===== src/pwm_frame_pkg.sv =====
package pwm_frame_pkg;

	// ****************************************
	// Frame layout
	// ****************************************
	localparam int FRAME_BITS = 112;
	localparam int PAYLOAD_BYTES = 11;
	localparam int USER_MAX_DATA = 9;
	localparam int USER_BLOCK_MAX = 128;
	localparam logic [2:0] HDR_RSVD = 3'h0;

	// Command codes; write code chosen to avoid clashing with the others
	localparam logic [2:0] CMD_PPS = 3'h0;
	localparam logic [2:0] CMD_SYNC = 3'h3;
	localparam logic [2:0] CMD_READ = 3'h2;
	localparam logic [2:0] CMD_WRITE = 3'h4;
	localparam logic [2:0] CMD_USER = 3'h7;

	typedef struct packed {
		logic [2:0] cmd;
		logic [7:0] source_identifier;
		logic bcast;
		logic [7:0] destination_identifier;
		logic [2:0] rsvd;
		logic [87:0] payload;
		logic parity;
	} frame_t;

	// Time value loaded into an accumulator
	typedef struct packed {
		logic valid;
		logic [1:0] sel;
		logic [87:0] value;
	} tod_load_t;

	typedef struct packed {
		logic valid;
		logic [2:0] sel;
		logic [87:0] data;
	} sync_load_t;

	// ****************************************
	// Register map (byte addresses)
	// ****************************************
	localparam logic [7:0] REG_CTRL = 8'h00;
	localparam logic [7:0] REG_IDS = 8'h04;
	localparam logic [7:0] REG_STATUS = 8'h08;
	localparam logic [7:0] REG_RADDR = 8'h0C;
	localparam logic [7:0] REG_RWDATA = 8'h10;
	localparam logic [7:0] REG_USER_TX = 8'h14;
	localparam logic [7:0] REG_USER_LEN = 8'h18;
	localparam logic [7:0] REG_USER_RX = 8'h1C;
	localparam logic [7:0] REG_RRDATA = 8'h20;
	localparam logic [7:0] REG_CMD = 8'h24;

	// Control fields
	localparam int CTRL_MASTER = 1;
	localparam int CTRL_PPS_FRAME = 2;
	localparam int CTRL_PPS_OUT = 3;
	localparam int CTRL_TOD_TX = 4;
	localparam int CTRL_TOD_RX = 6;
	localparam int CTRL_ALT_PPS = 8;
	localparam int CTRL_SYNC_TX = 9;
	localparam int CTRL_SYNC_RX = 12;
	localparam int CTRL_ASYNC = 15;
	localparam logic [15:0] CTRL_RESET = 16'h0000;
	localparam logic [7:0] OWN_ID_RESET = 8'h01;
	localparam logic [7:0] DEST_ID_RESET = 8'h02;

	// Symbol codes
	localparam logic [1:0] SYM_SPACE = 2'h0;
	localparam logic [1:0] SYM_ZERO = 2'h1;
	localparam logic [1:0] SYM_ONE = 2'h2;

	localparam int CARRIER_DIV = 8;
	localparam int RX_MIN_PERIOD = 4;

endpackage


===== src/pwm_frame_channel_codec.sv =====
// Implementation choices: the register addresses and the Avalon-MM slave port.
`timescale 1ns/1ps

module pwm_frame_channel_codec #(
	parameter int DIV = pwm_frame_pkg::CARRIER_DIV
) (
	input wire logic clk,
	input wire logic rstn,
	input wire logic [7:0] avs_address,
	input wire logic avs_read,
	input wire logic avs_write,
	input wire logic [31:0] avs_writedata,
	output logic [31:0] avs_readdata,
	output logic avs_waitrequest,
	input wire logic [3:0] tod_pps,
	input wire logic alt_pps,
	input wire logic [3:0][87:0] tod_time,
	input wire logic sync_tx_req,
	input wire logic [87:0] sync_tx_data,
	input wire logic carrier_in,
	output logic carrier_out,
	output logic [1:0] tod_tx_sel,
	output logic [2:0] sync_tx_sel,
	output pwm_frame_pkg::tod_load_t tod_load,
	output pwm_frame_pkg::sync_load_t sync_load,
	output logic pps_out
);

	// ****************************************
	// State
	// ****************************************
	typedef struct packed {
		logic ack;
		logic [31:0] rdata;
		logic [15:0] ctrl;
		logic [7:0] own_id;
		logic [7:0] dest_id;
		logic bcast_req;
		logic [15:0] raddr;
		logic [31:0] rwdata;
		logic [31:0] rrdata;
		logic rr_done;
		logic [7:0] user_left;
		logic user_first;
		logic [71:0] ubuf;
		logic [3:0] ucnt;
		logic [71:0] rxbuf;
		logic [3:0] rx_cnt;
		logic [3:0] rx_pos;
		logic rx_first;
		logic [6:0] rx_left;
		logic [7:0] perr;
		logic [7:0] drops;
		logic pend_pps;
		logic [87:0] pps_tod;
		logic [15:0] pps_lat;
		logic pend_sync;
		logic pend_rread;
		logic pend_rwrite;
		logic pend_user;
		logic pend_reply;
		logic [15:0] reply_addr;
		logic [7:0] reply_dst;
		logic pend_lwr;
		logic [15:0] lwr_addr;
		logic [31:0] lwr_data;
		logic [111:0] tx_sh;
		logic [6:0] tx_bits;
		logic [7:0] car_cnt;
		logic [1:0] sym;
		logic tx_pin;
		logic rx_s1;
		logic rx_s2;
		logic rx_prev;
		logic [7:0] hi_cnt;
		logic [7:0] per_cnt;
		logic [111:0] rx_sh;
		logic [6:0] rx_n;
		pwm_frame_pkg::tod_load_t tod_load;
		pwm_frame_pkg::sync_load_t sync_load;
		logic pps_out;
	} state_t;

	state_t s;
	state_t next_s;
	logic rst_meta;
	logic rst_sync;

	// ****************************************
	// Reset release
	// ****************************************
	// Two stages so the release never lands mid-cycle for the logic
	always_ff @(posedge clk or negedge rstn) begin
		if (!rstn) begin
			rst_meta <= 1'b0;
			rst_sync <= 1'b0;
		end else begin
			rst_meta <= 1'b1;
			rst_sync <= rst_meta;
		end
	end

	// Frame builder with own source identifier and even parity
	function automatic pwm_frame_pkg::frame_t build(input logic [2:0] cmd, input logic [7:0] src,
			input logic [7:0] dst, input logic bc, input logic [87:0] pl);
		pwm_frame_pkg::frame_t f;
		f.cmd = cmd;
		f.source_identifier = src;
		f.bcast = bc;
		f.destination_identifier = dst;
		f.rsvd = pwm_frame_pkg::HDR_RSVD;
		f.payload = pl;
		f.parity = 1'b0;
		f.parity = ^f;
		return f;
	endfunction

	// ****************************************
	// Next state
	// ****************************************
	always_comb begin
		logic req;
		logic ok;
		logic wr_en;
		logic [7:0] wr_addr;
		logic [31:0] wr_data;
		logic pps_pulse;
		logic bc;
		logic [3:0] nu;
		logic rise;
		logic [1:0] rsym;
		logic [111:0] rf;
		pwm_frame_pkg::frame_t fr;
		logic [10:0] hi8;
		logic [10:0] per3;
		logic [10:0] per5;
		logic [87:0] pl;
		logic [7:0] hi_len;
		logic [7:0] newleft;
		logic [31:0] rimg;
		next_s = s;
		req = 1'b0;
		ok = 1'b0;
		wr_en = 1'b0;
		wr_addr = 8'h00;
		wr_data = 32'h0000_0000;
		pps_pulse = 1'b0;
		bc = 1'b0;
		nu = 4'h0;
		rise = 1'b0;
		rsym = pwm_frame_pkg::SYM_SPACE;
		rf = '0;
		fr = '0;
		hi8 = 11'h000;
		per3 = 11'h000;
		per5 = 11'h000;
		pl = '0;
		hi_len = 8'h00;
		newleft = 8'h00;
		rimg = 32'h0000_0000;
		next_s.tod_load.valid = 1'b0;
		next_s.sync_load.valid = 1'b0;
		next_s.pps_out = 1'b0;

		// Bus slave: one answer cycle, user port stalls while its frame waits
		req = (avs_read || avs_write) && !s.ack;
		ok = !(avs_write && avs_address == pwm_frame_pkg::REG_USER_TX && s.pend_user);
		next_s.ack = req && ok;
		if (req && ok && avs_read) begin
			case (avs_address)
				pwm_frame_pkg::REG_CTRL: next_s.rdata = {16'h0000, s.ctrl};
				pwm_frame_pkg::REG_IDS: next_s.rdata = {15'h0000, s.bcast_req, s.dest_id, s.own_id};
				pwm_frame_pkg::REG_STATUS: next_s.rdata = {s.drops, s.perr, 7'h00, s.rr_done,
					(s.tx_bits != 7'h00), s.pend_user, s.pend_pps, s.pend_sync, s.rx_cnt};
				pwm_frame_pkg::REG_RADDR: next_s.rdata = {16'h0000, s.raddr};
				pwm_frame_pkg::REG_RWDATA: next_s.rdata = s.rwdata;
				pwm_frame_pkg::REG_USER_LEN: next_s.rdata = {20'h00000, s.ucnt, s.user_left};
				pwm_frame_pkg::REG_USER_RX: begin
					// Pop one received byte; bit 8 marks valid
					if (s.rx_pos < s.rx_cnt) begin
						next_s.rdata = {14'h0000, s.rx_first, (s.rx_pos == 4'h0), s.rx_left, 1'b1,
							s.rxbuf[71 - 8 * s.rx_pos -: 8]};
						next_s.rx_pos = s.rx_pos + 4'h1;
					end else begin
						next_s.rdata = 32'h0000_0000;
					end
				end
				pwm_frame_pkg::REG_RRDATA: begin
					next_s.rdata = s.rrdata;
					next_s.rr_done = 1'b0;
				end
				default: next_s.rdata = 32'h0000_0000;
			endcase
		end

		// Single write path: bus first, remote write frames when the bus is idle
		if (s.ack && avs_write) begin
			wr_en = 1'b1;
			wr_addr = avs_address;
			wr_data = avs_writedata;
		end else if (s.pend_lwr) begin
			wr_en = 1'b1;
			wr_addr = s.lwr_addr[7:0];
			wr_data = s.lwr_data;
			next_s.pend_lwr = 1'b0;
		end
		if (wr_en) begin
			case (wr_addr)
				pwm_frame_pkg::REG_CTRL: next_s.ctrl = wr_data[15:0];
				pwm_frame_pkg::REG_IDS: begin
					next_s.own_id = wr_data[7:0];
					next_s.dest_id = wr_data[15:8];
					next_s.bcast_req = wr_data[16];
				end
				pwm_frame_pkg::REG_RADDR: next_s.raddr = wr_data[15:0];
				pwm_frame_pkg::REG_RWDATA: next_s.rwdata = wr_data;
				pwm_frame_pkg::REG_USER_LEN: begin
					// New block, clamped to the block limit
					if (wr_data[7:0] > 8'(pwm_frame_pkg::USER_BLOCK_MAX)) begin
						next_s.user_left = 8'(pwm_frame_pkg::USER_BLOCK_MAX);
					end else begin
						next_s.user_left = wr_data[7:0];
					end
					next_s.user_first = 1'b1;
					next_s.ucnt = 4'h0;
				end
				pwm_frame_pkg::REG_USER_TX: begin
					if ({4'h0, s.ucnt} < s.user_left) begin
						nu = s.ucnt + 4'h1;
						next_s.ubuf[71 - 8 * s.ucnt -: 8] = wr_data[7:0];
						next_s.ucnt = nu;
						if (nu == 4'(pwm_frame_pkg::USER_MAX_DATA) || {4'h0, nu} == s.user_left) begin
							next_s.pend_user = 1'b1;
						end
					end
				end
				pwm_frame_pkg::REG_CMD: begin
					// Remote access is a master's job
					if (s.ctrl[pwm_frame_pkg::CTRL_MASTER]) begin
						next_s.pend_rread = s.pend_rread || wr_data[0];
						next_s.pend_rwrite = s.pend_rwrite || wr_data[1];
					end
					next_s.pend_sync = s.pend_sync || wr_data[2];
				end
				default: begin
				end
			endcase
		end

		// Second-pulse source and time capture
		if (s.ctrl[pwm_frame_pkg::CTRL_ALT_PPS]) begin
			pps_pulse = alt_pps;
		end else begin
			pps_pulse = tod_pps[s.ctrl[pwm_frame_pkg::CTRL_TOD_TX +: 2]];
		end
		if (pps_pulse && s.ctrl[pwm_frame_pkg::CTRL_PPS_FRAME]) begin
			next_s.pend_pps = 1'b1;
			next_s.pps_tod = tod_time[s.ctrl[pwm_frame_pkg::CTRL_TOD_TX +: 2]];
			next_s.pps_lat = 16'h0000;
		end else if (s.pend_pps) begin
			next_s.pps_lat = s.pps_lat + 16'h0001;
		end
		if (sync_tx_req) begin
			next_s.pend_sync = 1'b1;
		end

		// ****************************************
		// Encoder
		// ****************************************
		bc = s.bcast_req && s.ctrl[pwm_frame_pkg::CTRL_MASTER];
		case (s.sym)
			pwm_frame_pkg::SYM_ZERO: hi_len = 8'(DIV / 4);
			pwm_frame_pkg::SYM_ONE: hi_len = 8'((3 * DIV) / 4);
			default: hi_len = 8'(DIV / 2);
		endcase
		next_s.tx_pin = (s.car_cnt < hi_len);
		if (s.car_cnt == 8'(DIV - 1)) begin
			next_s.car_cnt = 8'h00;
			if (s.tx_bits != 7'h00) begin
				next_s.sym = s.tx_sh[111] ? pwm_frame_pkg::SYM_ONE : pwm_frame_pkg::SYM_ZERO;
				next_s.tx_sh = {s.tx_sh[110:0], 1'b0};
				next_s.tx_bits = s.tx_bits - 7'h01;
			end else begin
				// Gap symbol between frames; pick the next frame by priority
				next_s.sym = pwm_frame_pkg::SYM_SPACE;
				next_s.tx_bits = 7'(pwm_frame_pkg::FRAME_BITS);
				if (s.pend_pps) begin
					pl = s.pps_tod;
					if (s.ctrl[pwm_frame_pkg::CTRL_ASYNC]) begin
						pl = s.pps_tod + {72'h0, s.pps_lat};
					end
					next_s.tx_sh = build(pwm_frame_pkg::CMD_PPS, s.own_id, s.dest_id, bc, pl);
					// A pulse landing on the launch cycle stays pending
					next_s.pend_pps = pps_pulse && s.ctrl[pwm_frame_pkg::CTRL_PPS_FRAME];
				end else if (s.pend_reply) begin
					// Reply carries the register image as it stands at launch
					case (s.reply_addr[7:0])
						pwm_frame_pkg::REG_CTRL: rimg = {16'h0000, s.ctrl};
						pwm_frame_pkg::REG_IDS: rimg = {15'h0000, s.bcast_req, s.dest_id, s.own_id};
						pwm_frame_pkg::REG_RADDR: rimg = {16'h0000, s.raddr};
						pwm_frame_pkg::REG_RWDATA: rimg = s.rwdata;
						default: rimg = 32'h0000_0000;
					endcase
					next_s.tx_sh = build(pwm_frame_pkg::CMD_READ, s.own_id, s.reply_dst, 1'b0,
						{s.reply_addr, rimg, 40'h0});
					next_s.pend_reply = 1'b0;
				end else if (s.pend_sync) begin
					next_s.tx_sh = build(pwm_frame_pkg::CMD_SYNC, s.own_id, s.dest_id, bc,
						sync_tx_data);
					next_s.pend_sync = 1'b0;
				end else if (s.pend_rwrite) begin
					next_s.tx_sh = build(pwm_frame_pkg::CMD_WRITE, s.own_id, s.dest_id, bc,
						{s.raddr, s.rwdata, 40'h0});
					next_s.pend_rwrite = 1'b0;
				end else if (s.pend_rread) begin
					next_s.tx_sh = build(pwm_frame_pkg::CMD_READ, s.own_id, s.dest_id, bc,
						{s.raddr, 72'h0});
					next_s.pend_rread = 1'b0;
				end else if (s.pend_user) begin
					newleft = s.user_left - {4'h0, s.ucnt};
					next_s.tx_sh = build(pwm_frame_pkg::CMD_USER, s.own_id, s.dest_id, bc,
						{s.user_first, newleft[6:0], 4'h0, s.ucnt, s.ubuf});
					next_s.user_left = newleft;
					next_s.user_first = 1'b0;
					next_s.ucnt = 4'h0;
					next_s.ubuf = '0;
					next_s.pend_user = 1'b0;
				end else begin
					next_s.tx_bits = 7'h00;
				end
			end
		end else begin
			next_s.car_cnt = s.car_cnt + 8'h01;
		end

		// ****************************************
		// Decoder
		// ****************************************
		next_s.rx_s1 = carrier_in;
		next_s.rx_s2 = s.rx_s1;
		next_s.rx_prev = s.rx_s2;
		rise = s.rx_s2 && !s.rx_prev;
		if (rise) begin
			// Classify the finished carrier cycle by its high share
			hi8 = {s.hi_cnt, 3'h0};
			per3 = 11'(3 * s.per_cnt);
			per5 = 11'(5 * s.per_cnt);
			if (s.per_cnt < 8'(pwm_frame_pkg::RX_MIN_PERIOD)) begin
				rsym = pwm_frame_pkg::SYM_SPACE;
			end else if (hi8 < per3) begin
				rsym = pwm_frame_pkg::SYM_ZERO;
			end else if (hi8 > per5) begin
				rsym = pwm_frame_pkg::SYM_ONE;
			end
			next_s.hi_cnt = 8'h01;
			next_s.per_cnt = 8'h01;
			if (rsym == pwm_frame_pkg::SYM_SPACE) begin
				next_s.rx_n = 7'h00;
			end else begin
				rf = {s.rx_sh[110:0], (rsym == pwm_frame_pkg::SYM_ONE)};
				next_s.rx_sh = rf;
				next_s.rx_n = s.rx_n + 7'h01;
				if (s.rx_n == 7'(pwm_frame_pkg::FRAME_BITS - 1)) begin
					next_s.rx_n = 7'h00;
					fr = rf;
					if (^rf) begin
						next_s.perr = s.perr + 8'h01;
					end else if (fr.bcast || fr.destination_identifier == s.own_id) begin
						case (fr.cmd)
							pwm_frame_pkg::CMD_PPS: begin
								next_s.tod_load.valid = 1'b1;
								next_s.tod_load.sel = s.ctrl[pwm_frame_pkg::CTRL_TOD_RX +: 2];
								next_s.tod_load.value = fr.payload;
								next_s.pps_out = s.ctrl[pwm_frame_pkg::CTRL_PPS_OUT];
							end
							pwm_frame_pkg::CMD_SYNC: begin
								next_s.sync_load.valid = 1'b1;
								next_s.sync_load.sel = s.ctrl[pwm_frame_pkg::CTRL_SYNC_RX +: 3];
								next_s.sync_load.data = fr.payload;
							end
							pwm_frame_pkg::CMD_READ: begin
								if (s.ctrl[pwm_frame_pkg::CTRL_MASTER]) begin
									next_s.rrdata = fr.payload[71:40];
									next_s.rr_done = 1'b1;
								end else begin
									next_s.pend_reply = 1'b1;
									next_s.reply_addr = fr.payload[87:72];
									next_s.reply_dst = fr.source_identifier;
								end
							end
							pwm_frame_pkg::CMD_WRITE: begin
								next_s.pend_lwr = 1'b1;
								next_s.lwr_addr = fr.payload[87:72];
								next_s.lwr_data = fr.payload[71:40];
							end
							pwm_frame_pkg::CMD_USER: begin
								// No acknowledgement frame; an unread buffer is overwritten
								if (s.rx_pos < s.rx_cnt) begin
									next_s.drops = s.drops + 8'h01;
								end
								next_s.rxbuf = fr.payload[71:0];
								next_s.rx_first = fr.payload[87];
								next_s.rx_left = fr.payload[86:80];
								next_s.rx_cnt = (fr.payload[79:72] > 8'(pwm_frame_pkg::USER_MAX_DATA)) ?
									4'(pwm_frame_pkg::USER_MAX_DATA) : fr.payload[75:72];
								next_s.rx_pos = 4'h0;
							end
							default: begin
							end
						endcase
					end
				end
			end
		end else begin
			if (s.per_cnt != 8'hFF) begin
				next_s.per_cnt = s.per_cnt + 8'h01;
			end
			if (s.rx_s2 && s.hi_cnt != 8'hFF) begin
				next_s.hi_cnt = s.hi_cnt + 8'h01;
			end
		end
	end

	// ****************************************
	// State register
	// ****************************************
	always_ff @(posedge clk or negedge rst_sync) begin
		if (!rst_sync) begin
			s <= '0;
			s.ctrl <= pwm_frame_pkg::CTRL_RESET;
			s.own_id <= pwm_frame_pkg::OWN_ID_RESET;
			s.dest_id <= pwm_frame_pkg::DEST_ID_RESET;
		end else begin
			s <= next_s;
		end
	end

	// Outputs straight from state
	assign avs_readdata = s.rdata;
	assign avs_waitrequest = !s.ack;
	assign carrier_out = s.tx_pin;
	assign tod_tx_sel = s.ctrl[pwm_frame_pkg::CTRL_TOD_TX +: 2];
	assign sync_tx_sel = s.ctrl[pwm_frame_pkg::CTRL_SYNC_TX +: 3];
	assign tod_load = s.tod_load;
	assign sync_load = s.sync_load;
	assign pps_out = s.pps_out;

endmodule // pwm_frame_channel_codec


===== config.mk =====
export PLATFORM = sky130hd
export DESIGN_NAME = pwm_frame_channel_codec
export DESIGN_NICKNAME = d
export VERILOG_FILES = /design/src/pwm_frame_pkg.sv /design/src/pwm_frame_channel_codec.sv
export SDC_FILE = /design/constraint.sdc
export NUM_CORES = 2
export LEC_CHECK = 0
export BUFFER_PORTS_ARGS = -buffer_cell sky130_fd_sc_hd__buf_2
export CORE_MARGIN = 1
export CORE_UTILIZATION = 42
export DETAILED_ROUTE_END_ITERATION = 6
export SKIP_LAST_GASP = 1
export SYNTH_ARGS = -nofsm -noshare
export SYNTH_HDL_FRONTEND = slang
export SYNTH_SLANG_ARGS = --single-unit

===== constraint.sdc =====
create_clock -name clk -period 33.9 [get_ports clk]
set_input_delay 1.695 -clock clk [delete_from_list [all_inputs] [get_ports clk]]
set_output_delay 1.695 -clock clk [all_outputs]
set_load 0.03 [all_outputs]

==> results.cfg <==
[sta]
period_share_pct = 18.4
fin_crit_ns = 6.22
setup_viol = 0
slew_headroom_pct = 12.8
rsz0062_at_grt = false
finClkSkew_ns = 0.0528
max_slew.worst_pin.slew_ns = 1.31
finalSetupTns_ns = 0
layout_setup_ws_ns = 27.68
report.final.slew_viol_count = 0
final_hold_viol_count = 0
fmax_ghz = 0.161

[critical_path]
cp_slowest_cell = buf_4
critPathKind = flip-flop to flip-flop
cp-end-kind = flip-flop
path_cells = ha_1 -> ha_1 -> fa_1 -> inv_1 -> ha_1 -> nand3b_1 -> o31ai_1 -> a21o_1 -> a21o_1 -> a21oi_1 -> o21ai_0 -> a21oi_1 -> o21a_1 -> or4_1 -> or3_1 -> nor3b_2 -> buf_4 -> buf_4 -> mux2_2
worstPathRequired_ns = 34.48
cp_common_cell = ha_1
crit_arrival_ns = 6.81
path_max_fanout = 60
critPathMaxStageDelay_ns = 0.71
crit_path_start_kind = flip-flop

[clock_network]
cts_tree = done
cts_made_buffers = 106
clock_path_buffers = 3
cts_root_buffer = clkbuf_16
cts_resized = 0
ctsHoldBuffers = 0
numClockSinks = 964
htree_levels = 3
clkTransAtPathRegs_ns = 0.06
clock_latency_ns = 0.75
postCtsSetupBuffers = 0

[place]
io_buffers = 713
place_ws_ns = 27.67
dp_hpwl_mm = 157
place.gp.congestion = 1.06

[synthesis]
synthSimpleGateAreaFrac_pct = 11.8
ys_types = 84
synth_edf_count = 0
synthAdderAreaFrac_pct = 1.93
synthXorXnorAreaFrac_pct = 10.4
syn_area_sq_um = 55200
synth_seq_cells = 964
synth_cells = 5452
syn_nets = 6026
yosysWarningCount = 0
synth.area.mux_share_pct = 14.6
synth_compound_area_share_pct = 11.5
syn_avg_cell_area_sq_um = 10.1
synth_top_family_by_area = multiplexers
ys_seq_area_share_pct = 43.7
async_reset_ff_share_pct = 100
synthFlopType = dfrtp_1

[floorplan]
initial_core_util_pct = 42.5
die_y_um = 365
die_area_sq_um = 133000
core_sq_um = 130000
fp-row-count = 132
ios = 714
die_x_um = 365

[global_routing]
grt_pass1_wl_mm = 298
gr-usage-met1_pct = 44.6
top_usage_layer = met1
grt_start_max_net_pins = 162
grt.total_usage_pct = 30.7
use_met3_pct = 8.11
antenna_found_initial = 22
first_global_vias = 42500
overflow = 0
grt.met2_usage_pct = 44.5

[routing]
wire_per_inst_um = 27.3
drt_iter0_markers = 5289
via_per_inst = 5.85
vias = 44500
drc = 2
dr.pass1.iters = 7
ant_nets = 0
drt-total-wl_mm = 208

[pwr]
irDropWorstVdd_mv = 0.172
leakage_nw = 28.8
p_per_area_nw_per_um2 = 71.2

[cells_and_area]
areaGrowthSynthToFinish_pct = 13.4
drive_gt1_share_pct = 27.2
finalNetCount = 6337

[status]
outcome = complete, but fails checks
violations = DRC

[job]
maxCapViolCount = 0

[hold_path]
holdCritPathClass = flip-flop to flip-flop
## layout make-up
cell class / instances / area (sq um)
Fill cell: 12200 / 67400
Multi-Input combinational cell: 3828 / 27900
Sequential cell: 964 / 24100
Timing Repair Buffer: 805 / 4300
Clock buffer: 147 / 3040
Tap cell: 1742 / 2180
Clock inverter: 52 / 805
Inverter: 58 / 218
Antenna cell: 6 / 15.0
## through the flow
step	hold slack, ns	cell area (sq um)	instances	total power, mW	utilization [%]
2_1_floorplan	0.331	55200	5452	2.65	-
3_3_place_gp	0.334	58800	7397	3.17	45.2
3_5_place_dp	0.340	58800	7397	3.19	45.2
4_1_cts	0.355	62600	7596	4.46	48.2
5_1_grt	0.369	62600	7598	4.62	48.2
6_report	0.350	62600	7602	4.46	48.2
## critical path: cells and delay by family (launching register included)
family / cells / cell delay [ns]
mux: 1 / 0.41
buf+inv: 3 / 1.18
compound gates: 7 / 1.20
simple gates: 4 / 1.33
flops: 1 / 0.47
fa+ha+maj: 4 / 1.33
## path summary, 6_finish.rpt
path / startpoint / to / slack (ns) / depth (start not counted)
min in group asynchronous: rst_sync / s[631] / 0.37 / 0
worst min-delay path: rst_meta / rst_sync / 0.35 / 0
worst min register to register: rst_meta / rst_sync / 0.35 / 0
worst max-delay path: s[304] / sync_load[82] / 27.68 / 19
worst max register to register: s[304] / sync_load[82] / 27.68 / 19
max in group asynchronous: rst_sync / sync_load[83] / 29.10 / 5
## cells by family (layout without fill, tap and decap cells)
group	after synthesis	after routing
fa+ha+maj	83	83
mux	617	617
compound gates	1016	1016
xor+xnor	637	637
flops	964	964
buf+inv	660	1062
simple gates	1474	1474
other cells	1	7
## sequential cells by signal (all words and copies together), names as in the netlist
name / cells
s: 738
sync_load: 92
tod_load: 91
avs_readdata: 32
sync_tx_sel: 3
next_s: 2
tod_tx_sel: 2
carrier_out: 1
pps_out: 1
rst_meta: 1
rst_sync: 1
## layout by cell type, fill, tap and decap left out, drive strengths merged, types with 80 or more instances in the layout
cell type  count
xor2         135
nor2         319
clkbuf       147
mux4         105
dfrtp        962
a21oi        324
o21ai        279
xnor2        489
mux2         448
nand2        754
buf          805
a211oi        80
## synthesized netlist by cell type (13+ instances only)
library cell    n  area [sq um]
nand3_1        77           385
a221o_1        27           270
dfrtp_1       962         24100
and3_1         73           457
o221ai_1       19           166
nand4_1        63           394
ha_1           79           988
nor2_1        319          1200
o21ai_0       274          1370
buf_1          38           143
xor2_1        135          1180
nor3_1         55           275
a31oi_1        18           113
nand2_1       753          2830
mux4_2        105          2360
o31ai_1        30           225
buf_4         222          1670
buf_2          19          95.1
inv_1          57           214
a21o_1         19           143
o22a_1         13           114
nor4_1         30           188
a21oi_1       322          1610
and4_1         19           166
xnor3_1        13           293
clkbuf_1      319          1200
a211oi_1       80           601
mux2i_1        64           641
xnor2_1       487          4270
a222oi_1       38           380
a22oi_1        65           488
o21a_1         26           195
mux2_2        446          5020
## power by group
group          switching [mW]  internal (mW)  total [mW]
Combinational           0.938          0.811        1.75
Clock                   0.511          0.752        1.26
Sequential              0.197           1.25        1.44
Total                    1.65           2.81        4.46
## metal layers
metal | part of all wire (%) | routed length [um] | vias up
li1 | - | - | 19600
met1 | 44 | 90700 | 22500
met2 | 43 | 88900 | 2095
met3 | 10 | 21000 | 298
met4 | 3.4 | 6980 | 10
met5 | 0.031 | 65 | -
No activity file was read; power rests on OpenSTA's default activity.
